<file path="src/inc/apo_pkg.sv">
// Purpose: Shared constants for the absolute position output link.
// Assumes: A 200 MHz system clock on both ends.
// Notes:   Times are kept in their own units and converted to cycles here.
package apo_pkg;
   // ----------------------------------------------------------------
   // Clock and timing
   // ----------------------------------------------------------------
   localparam int unsigned CLK_HZ         = 200_000_000;
   localparam int unsigned BAUD_BPS       = 9_600;
   localparam int unsigned BIT_CYCLES     = CLK_HZ / BAUD_BPS;
   localparam int unsigned FRAME_GAP_MS   = 100;
   localparam int unsigned GAP_CYCLES     = (CLK_HZ / 1000) * FRAME_GAP_MS;
   localparam int unsigned SETTLE_S       = 10;
   localparam int unsigned SETTLE_CYCLES  = CLK_HZ * SETTLE_S;
   // ----------------------------------------------------------------
   // Position and frame layout
   // ----------------------------------------------------------------
   localparam int unsigned POS_W          = 33;
   localparam int unsigned NIB_W          = 4;
   localparam int unsigned BYTE_W         = 8;
   localparam int unsigned FRAMES         = 9;
   localparam logic [3:0]  FRAME_FIRST    = 4'h1;
   localparam logic [3:0]  FRAME_LAST     = 4'h9;
   localparam int unsigned SIGN_BIT       = 32;
   localparam int unsigned UART_BITS      = 11;
   // ----------------------------------------------------------------
   // Pulse count setting, quadrature and byte buffer
   // ----------------------------------------------------------------
   localparam int unsigned PPR_W          = 14;
   localparam logic [13:0] PPR_MIN        = 14'h0001;
   localparam logic [13:0] PPR_MAX        = 14'h2000;
   localparam int unsigned ENC_W          = 17;
   localparam logic [16:0] ENC_COUNTS     = 17'h1ffff;
   localparam int unsigned FIFO_W         = 8;
   localparam int unsigned FIFO_D         = 4;

   // Even parity bit of a byte.
   function automatic logic evenPar(input logic [7:0] d);
      return ^d;
   endfunction
endpackage

</file>
<file path="src/inc/apo_link_if.sv">
// Purpose: Wires between the drive's output end and the host's receive end.
// Assumes: One clock domain; every pin is a one-way line driver.
// Notes:   Serial idles high; A, B, Z are plain levels.
`timescale 1ns/1ps
`default_nettype none
interface apo_link_if;
   logic serTx;
   logic phaseA;
   logic phaseB;
   logic phaseZ;
   modport drive (output serTx, output phaseA, output phaseB, output phaseZ);
   modport host  (input serTx, input phaseA, input phaseB, input phaseZ);
endinterface
`default_nettype wire

</file>
<file path="src/design/apo_fifo.sv">
// Purpose: Small flop FIFO with valid/ready on both sides.
// Assumes: One clock; push and pop may happen in the same cycle.
// Notes:   Depth must be a power of two.
`timescale 1ns/1ps
`default_nettype none
module apo_fifo #(
   parameter int unsigned WIDTH = 8,
   parameter int unsigned DEPTH = 4
) (
   input  wire logic             mclk,
   input  wire logic             sys_rst,
   input  wire logic [WIDTH-1:0] inData,
   input  wire logic             inValid,
   output logic                  inReady,
   output logic      [WIDTH-1:0] outData,
   output logic                  outValid,
   input  wire logic             outReady
);
   localparam int unsigned AW = $clog2(DEPTH);
   logic [WIDTH-1:0] mem_reg [DEPTH];
   logic [AW-1:0]    wrPtr_reg;
   logic [AW-1:0]    rdPtr_reg;
   logic [AW:0]      count_reg;
   logic             push;
   logic             pop;

   // Handshakes and flags.
   assign inReady  = (count_reg != (AW+1)'(DEPTH));
   assign outValid = (count_reg != '0);
   assign push     = inValid && inReady;
   assign pop      = outValid && outReady;
   assign outData  = mem_reg[rdPtr_reg];

   // Storage writes.
   always_ff @(posedge mclk) begin
      if (push) begin
         mem_reg[wrPtr_reg] <= inData;
      end
   end

   // Pointers and fill level.
   always_ff @(posedge mclk or posedge sys_rst) begin
      if (sys_rst) begin
         wrPtr_reg <= '0;
         rdPtr_reg <= '0;
         count_reg <= '0;
      end else begin
         if (push) wrPtr_reg <= wrPtr_reg + 1'b1;
         if (pop) rdPtr_reg <= rdPtr_reg + 1'b1;
         if (push && !pop) count_reg <= count_reg + 1'b1;
         else if (pop && !push) count_reg <= count_reg - 1'b1;
      end
   end
endmodule
`default_nettype wire

</file>
<file path="src/design/apo_drive_end.sv">
// Purpose: Drive end: serial absolute position frames and A/B/Z pulses.
// Assumes: encPos is the 33-bit signed count, low 17 bits in one turn.
// Notes:   Bytes pass a 4-deep FIFO between framer and UART.
// How it works
// - 33-bit position in nine bytes, 100 ms apart.
// - Sequence repeats forever from reset.
// - Frames 1-8 carry ascending position nibbles.
// - High nibble holds frame number 1-9.
// - Frame 9 nibble is sign extension.
// - 9600 baud, 8 bits LSB first, even parity.
// - Host ignores data for first 10 s.
// - A and B give setting pulses per turn.
// - Z gives one pulse per turn.
// - Forward A leads B; reverse A lags.
// - Host counts all edges for 4x.
// - A/B/Z may lag the absolute position.
// - Origin read needs shaft standing still.
// - Pulse setting taken only at power-up.
`timescale 1ns/1ps
`default_nettype none
module apo_drive_end (
   input  wire logic                        mclk,
   input  wire logic                        sys_rst,
   input  wire logic [apo_pkg::POS_W-1:0]   encPos,
   input  wire logic [apo_pkg::PPR_W-1:0]   monitorPulseCountSetting,
   apo_link_if.drive                        link
);
   import apo_pkg::*;

   // ----------------------------------------------------------------
   // Setting capture
   // ----------------------------------------------------------------
   logic [PPR_W-1:0] ppr_reg;
   logic             pprLoaded_reg;

   // The setting is sampled once after reset release only.
   always_ff @(posedge mclk or posedge sys_rst) begin
      if (sys_rst) begin
         ppr_reg       <= PPR_MAX;
         pprLoaded_reg <= 1'b0;
      end else if (!pprLoaded_reg) begin
         pprLoaded_reg <= 1'b1;
         if (monitorPulseCountSetting < PPR_MIN) ppr_reg <= PPR_MIN;
         else if (monitorPulseCountSetting > PPR_MAX) ppr_reg <= PPR_MAX;
         else ppr_reg <= monitorPulseCountSetting;
      end
   end

   // ----------------------------------------------------------------
   // Frame builder
   // ----------------------------------------------------------------
   logic [31:0]       gapCnt_reg;
   logic [3:0]        frame_reg;
   logic [POS_W-1:0]  snap_reg;
   logic              pend_reg;
   logic [BYTE_W-1:0] fByte;
   logic              fReady;
   logic [NIB_W-1:0]  nib;

   // Nibble of the frozen snapshot for this frame, or sign fill.
   always_comb begin
      if (frame_reg == FRAME_LAST) begin
         nib = {NIB_W{snap_reg[SIGN_BIT]}};
      end else begin
         nib = snap_reg[(frame_reg - 4'h1) * NIB_W +: NIB_W];
      end
   end
   assign fByte = {frame_reg, nib};

   // Every gap period one byte is offered; frame 1 takes a new snapshot.
   always_ff @(posedge mclk or posedge sys_rst) begin
      if (sys_rst) begin
         gapCnt_reg <= '0;
         frame_reg  <= FRAME_FIRST;
         snap_reg   <= '0;
         pend_reg   <= 1'b0;
      end else begin
         if (pend_reg && fReady) begin
            pend_reg <= 1'b0;
            if (frame_reg == FRAME_LAST) frame_reg <= FRAME_FIRST;
            else frame_reg <= frame_reg + 4'h1;
         end
         // The first byte goes out right after reset, then one per gap period.
         if (gapCnt_reg == GAP_CYCLES - 1) begin
            gapCnt_reg <= '0;
         end else begin
            gapCnt_reg <= gapCnt_reg + 32'h1;
         end
         if (gapCnt_reg == '0) begin
            if (!pend_reg || fReady) begin
               pend_reg <= 1'b1;
               if ((pend_reg && frame_reg == FRAME_LAST) ||
                   (!pend_reg && frame_reg == FRAME_FIRST)) begin
                  snap_reg <= encPos;
               end
            end
         end
      end
   end

   // ----------------------------------------------------------------
   // Byte buffer and serialiser
   // ----------------------------------------------------------------
   logic [BYTE_W-1:0] qData;
   logic              qValid;
   logic              qReady;
   logic [UART_BITS-1:0] shift_reg;
   logic [3:0]        bitLeft_reg;
   logic [15:0]       baud_reg;
   logic              tx_reg;

   apo_fifo #(.WIDTH(FIFO_W), .DEPTH(FIFO_D)) uFifo (
      .mclk     (mclk),
      .sys_rst  (sys_rst),
      .inData   (fByte),
      .inValid  (pend_reg),
      .inReady  (fReady),
      .outData  (qData),
      .outValid (qValid),
      .outReady (qReady)
   );

   assign qReady = (bitLeft_reg == 4'h0);

   // Start, 8 data LSB first, even parity, stop.
   always_ff @(posedge mclk or posedge sys_rst) begin
      if (sys_rst) begin
         shift_reg   <= '1;
         bitLeft_reg <= 4'h0;
         baud_reg    <= '0;
         tx_reg      <= 1'b1;
      end else if (bitLeft_reg == 4'h0) begin
         tx_reg <= 1'b1;
         if (qValid) begin
            shift_reg   <= {1'b1, evenPar(qData), qData, 1'b0};
            bitLeft_reg <= 4'(UART_BITS);
            baud_reg    <= '0;
         end
      end else if (baud_reg == 16'h0) begin
         tx_reg      <= shift_reg[0];
         shift_reg   <= {1'b1, shift_reg[UART_BITS-1:1]};
         baud_reg    <= 16'(BIT_CYCLES - 1);
         bitLeft_reg <= bitLeft_reg - 4'h1;
      end else begin
         baud_reg <= baud_reg - 16'h1;
      end
   end
   // Note: the last bit's stop time runs while bitLeft is zero idle high.

   // ----------------------------------------------------------------
   // Quadrature generator
   // ----------------------------------------------------------------
   logic [ENC_W+PPR_W-1:0] scaled;
   logic [PPR_W+1:0]       qTarget;
   logic [PPR_W+1:0]       qCnt_reg;
   logic [1:0]             qState_reg;
   logic                   zOut_reg;
   logic                   phA_reg;
   logic                   phB_reg;
   logic [PPR_W+1:0]       span;
   logic [PPR_W+1:0]       ahead;

   // Target quarter count = angle * 4 * ppr / 2^17.
   assign scaled  = encPos[ENC_W-1:0] * ppr_reg;
   assign qTarget = (PPR_W+2)'(scaled[ENC_W+PPR_W-1:ENC_W-2]);

   // Quarter steps per turn, and the distance to the target going forward.
   assign span  = {ppr_reg, 2'b00};
   assign ahead = (qTarget >= qCnt_reg) ? qTarget - qCnt_reg : qTarget + span - qCnt_reg;

   // One step per cycle along the shorter way round, wrapping at one turn.
   always_ff @(posedge mclk or posedge sys_rst) begin
      if (sys_rst) begin
         qCnt_reg   <= '0;
         qState_reg <= 2'h0;
      end else if (pprLoaded_reg && qCnt_reg != qTarget) begin
         if (ahead <= (span >> 1)) begin
            qCnt_reg   <= (qCnt_reg == span - 1'b1) ? '0 : qCnt_reg + 1'b1;
            qState_reg <= qState_reg + 2'h1;
         end else begin
            qCnt_reg   <= (qCnt_reg == '0) ? span - 1'b1 : qCnt_reg - 1'b1;
            qState_reg <= qState_reg - 2'h1;
         end
      end
   end

   // Index marks count zero, also while passing through it.
   always_ff @(posedge mclk or posedge sys_rst) begin
      if (sys_rst) begin
         zOut_reg <= 1'b0;
      end else begin
         zOut_reg <= (qCnt_reg == '0);
      end
   end

   // Gray order 00,10,11,01: A leads B when counting up.
   always_ff @(posedge mclk or posedge sys_rst) begin
      if (sys_rst) begin
         phA_reg <= 1'b0;
         phB_reg <= 1'b0;
      end else begin
         phA_reg <= (qState_reg == 2'h1) || (qState_reg == 2'h2);
         phB_reg <= qState_reg[1];
      end
   end
   assign link.phaseA = phA_reg;
   assign link.phaseB = phB_reg;
   assign link.phaseZ = zOut_reg;
   assign link.serTx  = tx_reg;
endmodule
`default_nettype wire

</file>
<file path="src/flat_wrapper.sv">
// flat-port wrapper written by rule: the top's interface ports become plain ports
module apo_drive_end_flat import apo_pkg::*;
  (mclk, sys_rst, encPos, monitorPulseCountSetting, link_serTx, link_phaseA, link_phaseB, link_phaseZ);
  apo_link_if link_i ();
  input  wire logic mclk;
  input  wire logic sys_rst;
  input  wire logic [apo_pkg::POS_W-1:0] encPos;
  input  wire logic [apo_pkg::PPR_W-1:0] monitorPulseCountSetting;
  output wire logic [$bits(link_i.serTx)-1:0] link_serTx;
  output wire logic [$bits(link_i.phaseA)-1:0] link_phaseA;
  output wire logic [$bits(link_i.phaseB)-1:0] link_phaseB;
  output wire logic [$bits(link_i.phaseZ)-1:0] link_phaseZ;
  assign link_serTx = link_i.serTx;
  assign link_phaseA = link_i.phaseA;
  assign link_phaseB = link_i.phaseB;
  assign link_phaseZ = link_i.phaseZ;
  apo_drive_end u_core (.mclk(mclk), .sys_rst(sys_rst), .encPos(encPos), .monitorPulseCountSetting(monitorPulseCountSetting), .link(link_i));
endmodule
</file>
<file path="config.mk">
export PLATFORM = sky130hd
export DESIGN_NAME = apo_drive_end_flat
export DESIGN_NICKNAME = d
export VERILOG_FILES = /design/src/inc/apo_pkg.sv /design/src/inc/apo_link_if.sv /design/src/design/apo_fifo.sv /design/src/design/apo_drive_end.sv /design/src/flat_wrapper.sv
export SDC_FILE = /design/constraint.sdc
export NUM_CORES = 1
export LEC_CHECK = 0
export BUFFER_PORTS_ARGS = -buffer_cell sky130_fd_sc_hd__buf_4
export CAP_MARGIN = 20
export CORE_ASPECT_RATIO = 1.5
export CORE_MARGIN = 10
export CORE_UTILIZATION = 55
export DETAILED_ROUTE_END_ITERATION = 10
export PLACE_DENSITY = 0.7
export SLEW_MARGIN = 20
export SYNTH_ARGS = -nofsm -noshare
export SYNTH_HDL_FRONTEND = slang
export SYNTH_SLANG_ARGS = --single-unit
export TNS_END_PERCENT = 5
</file>
<file path="constraint.sdc">
create_clock -name mclk -period 23 [get_ports mclk]
set_input_delay 1.15 -clock mclk [delete_from_list [all_inputs] [get_ports mclk]]
set_output_delay 1.15 -clock mclk [all_outputs]
set_load 0.01 [all_outputs]
</file>
Word level (Yosys, flattened, before mapping)
Memories as Yosys holds them, arrays and structs flattened.
Cells that the tools add are included.
- logic and storage cells: 102
- register bits: 145
- bits of input ports: 49
- memory bits (writable): 32
- memories: 1
- output and inout bits: 4
- $mul: 1
- multiplexer cells: 28
- shifts and indexed selects: 1
- $add $sub $neg: 17
- reductions and logical operators: 23
- order comparisons: 4
- equality and inequality tests: 9
- memory list (name ; depth ; width ; rd ports ; clocked after memory_dff ; wr ports ; line ; RTL):
    u_core.uFifo.mem_reg ; 4 ; 8 ; 1 ; 0 ; 1 ; apo_fifo.sv:20 ; logic [WIDTH-1:0] mem_reg [DEPTH];
- operators by type and width (operator ; number):
    two-way mux 16 bit ; 7
    subtractor 16 x 1 -> 16 bit (second input constant) ; 3
    two-way mux 11 bit ; 3
    indexed part select 33 x 33 -> 4 bit ; 1
    adder 32 x 1 -> 32 bit (second input constant) ; 1
    == test 32 x 25 -> 1 bit (second input constant) ; 1
    zero test 16 bit ; 2
    zero test 32 bit ; 1
    two-way mux 32 bit ; 1
    subtractor 16 bit ; 2
    multiplier 17 x 14 -> 31 bit ; 1
    two-way mux 14 bit ; 2
    two-way mux 4 bit ; 5
    adder 16 x 1 -> 16 bit (second input constant) ; 1
    adder 16 bit ; 1
    == test 16 bit ; 1
    greater-or-equal comparator 16 bit ; 1
    <= comparator 16 x 15 -> 1 bit ; 1
    inequality test 16 bit ; 1
    greater-than comparator 14 bit (second input constant) ; 1
    less-than comparator 14 x 1 -> 1 bit (second input constant) ; 1
    XOR reduction 8 bit ; 1
    logical AND 1 bit ; 7
    two-way mux 1 bit ; 7
    other kinds (22) ; 30

Logic depth before layout (Yosys ltp)
- word-level depth: 6
- depth in mapped cells: 45
- gate-level depth less buffers: 42

Modules after synthesis
A second synthesis with hierarchy kept.
- cell total of the unflattened synthesis: 1988
- area, all modules: 18712.9 sq um
- modules (own cells, without submodules) (module ; area each (sq um) ; cells an instance ; times used ; seq. area each (sq um)):
    apo_drive_end ; 17117.7 ; 1910 ; 1 ; 3444.6
    apo_fifo ; 1595.3 ; 78 ; 1 ; 1136.1

Least setup slack after synthesis
No wires, ideal clock.
- path kind: input-to-reg
- from: in encPos[8] (netlist bit)
- to: reg u_core.qCnt_reg[13]
- library setup time: 116 ps
- stages on the path: 39
- setup slack: 12249 ps
- required time: 22884 ps
- buffers on the path: 3
- arrival: 10635 ps
- cells stage by stage: clkbuf_1 > and2_1 > fa_1 > inv_1 > fa_1 > inv_1 > fa_1 > fa_1 > fa_1 > inv_1 > fa_1 > inv_1 > ha_1 > a21o_1 > a211o_1 > or3_1 > o21ai_0 > a21oi_1 > [3 not listed] > ha_1 > a21o_1 > a21o_1 > or3_1 > o211ai_1 > clkbuf_1 > o21ai_0 > ha_1 > nor2b_1 > o21ai_0 > a21oi_1 > o31a_1 > a2bb2oi_1 > a31o_2 > nor3_2 > buf_2 > nand2_1 > o311ai_0
- longest elaborated chain between the ends: 6
- elaborated cells between the ends (all ways): 10
- classes of those cells: 3 x add/sub; 1 x mul; 2 x order compare; 1 x eq/ne; 2 x mux; 1 x reduce/logical
- RTL lines (item ; line ; RTL):
    start, declared ; flat_wrapper.sv:7 ; input wire logic [apo_pkg::POS_W-1:0] encPos;
    multiplier 17 x 14 -> 31 bit (*) ; apo_drive_end.sv:164 ; assign scaled = encPos[ENC_W-1:0] * ppr_reg;
    adder 16 bit ; apo_drive_end.sv:169 ; assign ahead = (qTarget >= qCnt_reg) ? qTarget - qCnt_reg : qTarget + span - qCnt_reg;
    subtractor 16 bit ; apo_drive_end.sv:169 ;
    two-way mux 16 bit ; apo_drive_end.sv:169 ;
    <= comparator 16 x 15 -> 1 bit ; apo_drive_end.sv:177 ; if (ahead <= (span >> 1)) begin
    two-way mux 16 bit ; apo_drive_end.sv:177 ;
    end signal, assigned ; apo_drive_end.sv:178 ; qCnt_reg <= (qCnt_reg == span - 1'b1) ? '0 : qCnt_reg + 1'b1;
    end signal, assigned ; apo_drive_end.sv:181 ; qCnt_reg <= (qCnt_reg == '0) ? span - 1'b1 : qCnt_reg - 1'b1;
    end, declared ; apo_drive_end.sv:155 ; logic [PPR_W+1:0] qCnt_reg;
Mark *: on every way between the ends. The rest lies on a longest branch, timed or not.
A chain may end at the register's enable or synchronous reset.

Final worst setup path
- from: in encPos[7] (netlist bit)
- to: reg u_core.qCnt_reg[13]
The elaborated chain is that of the path after synthesis.

==> results_dict.tcl <==
set metrics [dict create \
    io_buffer_count 52 \
    min_period_ns 11.57 \
    rows 82 \
    clk_path_buf_depth 2 \
    vias_per_cell 5.826 \
    htreeDepth 4 \
    via_count 13993 \
    antenna_found_initial 0 \
    max_slew_margin 0.2875 \
    grt_usage 0.2273 \
    cpMostUsedCell "fa_1" \
    r2r_end "u_core.qCnt_reg[13]" \
    insertion_delay_ns 0.44 \
    cts_buffers 17 \
    reg2reg_depth 39 \
    setup_viol 0 \
    drc 0 \
    report.final.slew_viol_count 0 \
    grt_pass1_vias 14810 \
    netlist_instances 1972 \
    syn_to_final_growth_pct 6.934 \
    wl_per_cell_microns 19.18 \
    fmax_ghz 0.08642 \
    rsz0062_at_grt "false" \
    r2r_setup_slack_ns 11.44 \
    synth_nets 2368 \
    synth-edff-count 32 \
    critPathArrivalTime_ns 11.90 \
    cp-start-kind "primary input" \
    crit_path_end_kind "flip-flop" \
    crit_slowest_cell "nor3_2" \
    critical_path_class "primary input to flip-flop" \
    regArea_sq_um 4581 \
    routed_wl_microns 46060 \
    postCtsHoldBufs 0 \
    fin_crit_sh 0.5031 \
    cap_violations 0 \
    nNetsFinal 2365 \
    endpoint "u_core.qCnt_reg[13]" \
    ant_nets 0 \
    place.gp.congestion 0.9137 \
    synth-seq-cells 176 \
    ioPinCount 53 \
    finalHoldViolations 0 \
    max_stage_delay_ns 0.80 \
    die_h_microns 245.7 \
    cp.required_ns 23.33 \
    hold_depth 0 \
    first_pass_iters 6 \
    fin_skew_ns 0.01378 \
    hold_class "flip-flop to flip-flop" \
    hpwl_microns 35490 \
    fin_setup_tns_ns 0 \
    rr_startpoint "u_core.ppr_reg[2]" \
    die_w_microns 170.5 \
    dieArea_sq_um 41880 \
    worstPathMaxFanout 15 \
    ctsResizeCount 0 \
    synth_ff_type "dfrtp_1" \
    cts_tree "done" \
    synth_area_sq_um 18680 \
    coreArea_sq_um 33450 \
    largest_register_ffs 33 \
    avgSynthCellArea_sq_um 9.471 \
    grt_max_degree 90 \
    drt-initial-drc-count 834 \
    clk_pin_slew_ns 0.07 \
    drive_gt1_frac 0.09435 \
    post_cts_buffers 0 \
    multiInputGateArea_sq_um 12810 \
    tightest_slew_ns 1.039 \
    numClockSinks 176 \
    cts_root_buffer "clkbuf_16" \
    synthDistinctLibCells 84 \
    status "completed" \
    start_util 0.5584 \
    grt-ovfl-total 0 \
    n_fill_cell 2896 \
    synth_warnings 0 \
    yosysSeqAreaShare 0.2453 \
    critPathLaunch "encPos[7]" \
    ys_async_sr_fraction 0.8182 \
    num_antenna_cells 0 \
    grt_pass1_wl_microns 76070 \
]
## synth_stat cells (5+ instances only)
cell type | n | area, sq um
a21oi_1 | 56 | 280.3
o31ai_1 | 10 | 75.07
nand4_1 | 21 | 131.4
inv_1 | 241 | 904.6
and3_1 | 16 | 100.1
a22o_1 | 16 | 140.1
nor4_1 | 20 | 125.1
a31oi_1 | 7 | 43.79
nand2b_1 | 8 | 50.05
o21bai_1 | 5 | 37.54
buf_1 | 6 | 22.52
o21ai_0 | 75 | 375.4
a221o_1 | 7 | 70.07
and4_1 | 7 | 61.31
or2_2 | 5 | 31.28
o2111ai_1 | 5 | 43.79
xnor2_1 | 91 | 797.0
or3_1 | 12 | 75.07
nand2_1 | 223 | 837.1
buf_2 | 6 | 30.03
fa_1 | 192 | 3844
a21o_1 | 25 | 187.7
nand3_1 | 44 | 220.2
ha_1 | 155 | 1939
mux2i_1 | 19 | 190.2
xor2_1 | 36 | 315.3
o21a_1 | 10 | 75.07
mux2_2 | 35 | 394.1
dfrtp_1 | 131 | 3278
nor2b_1 | 13 | 81.33
edfxtp_1 | 32 | 960.9
nor3_1 | 35 | 175.2
and2_1 | 112 | 700.7
mux4_2 | 15 | 337.8
dfstp_2 | 13 | 341.6
clkbuf_1 | 76 | 285.3
nor2_1 | 116 | 435.4
a2111oi_0 | 5 | 43.79
## worst max-delay path: cells and delay by family
| kind | cells | cell delay [ns] |
|---|---|---|
| adder cells (fa/ha/maj) | 10 | 4.44 |
| AO/OA/AOI/OAI | 15 | 3.60 |
| AND/OR/NAND/NOR | 7 | 2.04 |
| buffers and inverters | 5 | 0.37 |
| XOR/XNOR | 1 | 0.16 |
| multiplexers | 1 | 0.10 |
## routing by layer
layer	global-route usage	share of wire	vias to the layer above
met5	0	0	-
met3	0.03246	0.045	98
li1	-	-	6554
met2	0.4105	0.52	372
met1	0.2684	0.40	6969
met4	0.07943	0.034	0
## cell usage in the layout, fill, tap and decap left out, types with 18 or more instances in the layout
cell type,n
buf_4,69
dfrtp_1,131
mux2i_1,19
nor4_1,20
xor2_1,36
and2_1,112
a21o_1,25
fa_1,192
nand2_1,223
xnor2_1,91
edfxtp_1,32
ha_1,155
nor2_1,116
inv_1,240
o21ai_0,75
mux2_2,35
nand4_1,21
nand3_1,44
clkbuf_16,18
a21oi_1,56
nor3_1,35
## final cells by class
class                      instances  share of cell area
clock buffer                      18             0.02255
clock inverter                    14            0.008019
inverter                         244             0.04636
multi-input combinational       1461              0.6415
sequential                       176              0.2294
tap                              420             0.02631
timing repair buffer              69             0.02594
## cell families after synthesis
kind of cell | count (synthesis) | synth area share
compound gates | 268 | 0.09533
xor+xnor | 127 | 0.05956
fa+ha+maj | 347 | 0.3096
buf+inv | 335 | 0.06880
flops | 176 | 0.2453
mux | 69 | 0.04937
other cells | 1 | 0.0002008
simple gates | 649 | 0.1718
## metrics by stage
| step | std cells | hold slack, ns | setup slack [ns] | cell area, sq um | util |
|---|---|---|---|---|---|
| 4_1_cts | 2402 | 0.4482 | 11.49 | 19970 | 0.5971 |
| 2_1_floorplan | 1972 | 0.4097 | 12.25 | 18680 | - |
| 3_5_place_dp | 2370 | 0.4300 | 11.05 | 19360 | 0.5789 |
| 6_report | 2402 | 0.4445 | 11.43 | 19970 | 0.5971 |
| 5_1_grt | 2402 | 0.4734 | 10.70 | 19970 | 0.5971 |
| 3_3_place_gp | 2370 | 0.4236 | 11.23 | 19360 | 0.5789 |
## worst min-delay path by stage
stage / startpoint / endpoint / slack (ns)
floorplan: u_core.qState_reg[1] / u_core.link.phaseB / 0.41
global placement: u_core.qState_reg[1] / u_core.link.phaseB / 0.42
CTS: u_core.qState_reg[1] / u_core.link.phaseB / 0.45
detailed placement: u_core.qState_reg[1] / u_core.link.phaseB / 0.43
global route: u_core.qState_reg[1] / u_core.link.phaseB / 0.47
finish: u_core.qState_reg[1] / u_core.link.phaseB / 0.44
Power is left out: the tool's default activity adds up to more than one toggle a clock period on the data nets, which glitch-free logic cannot reach.
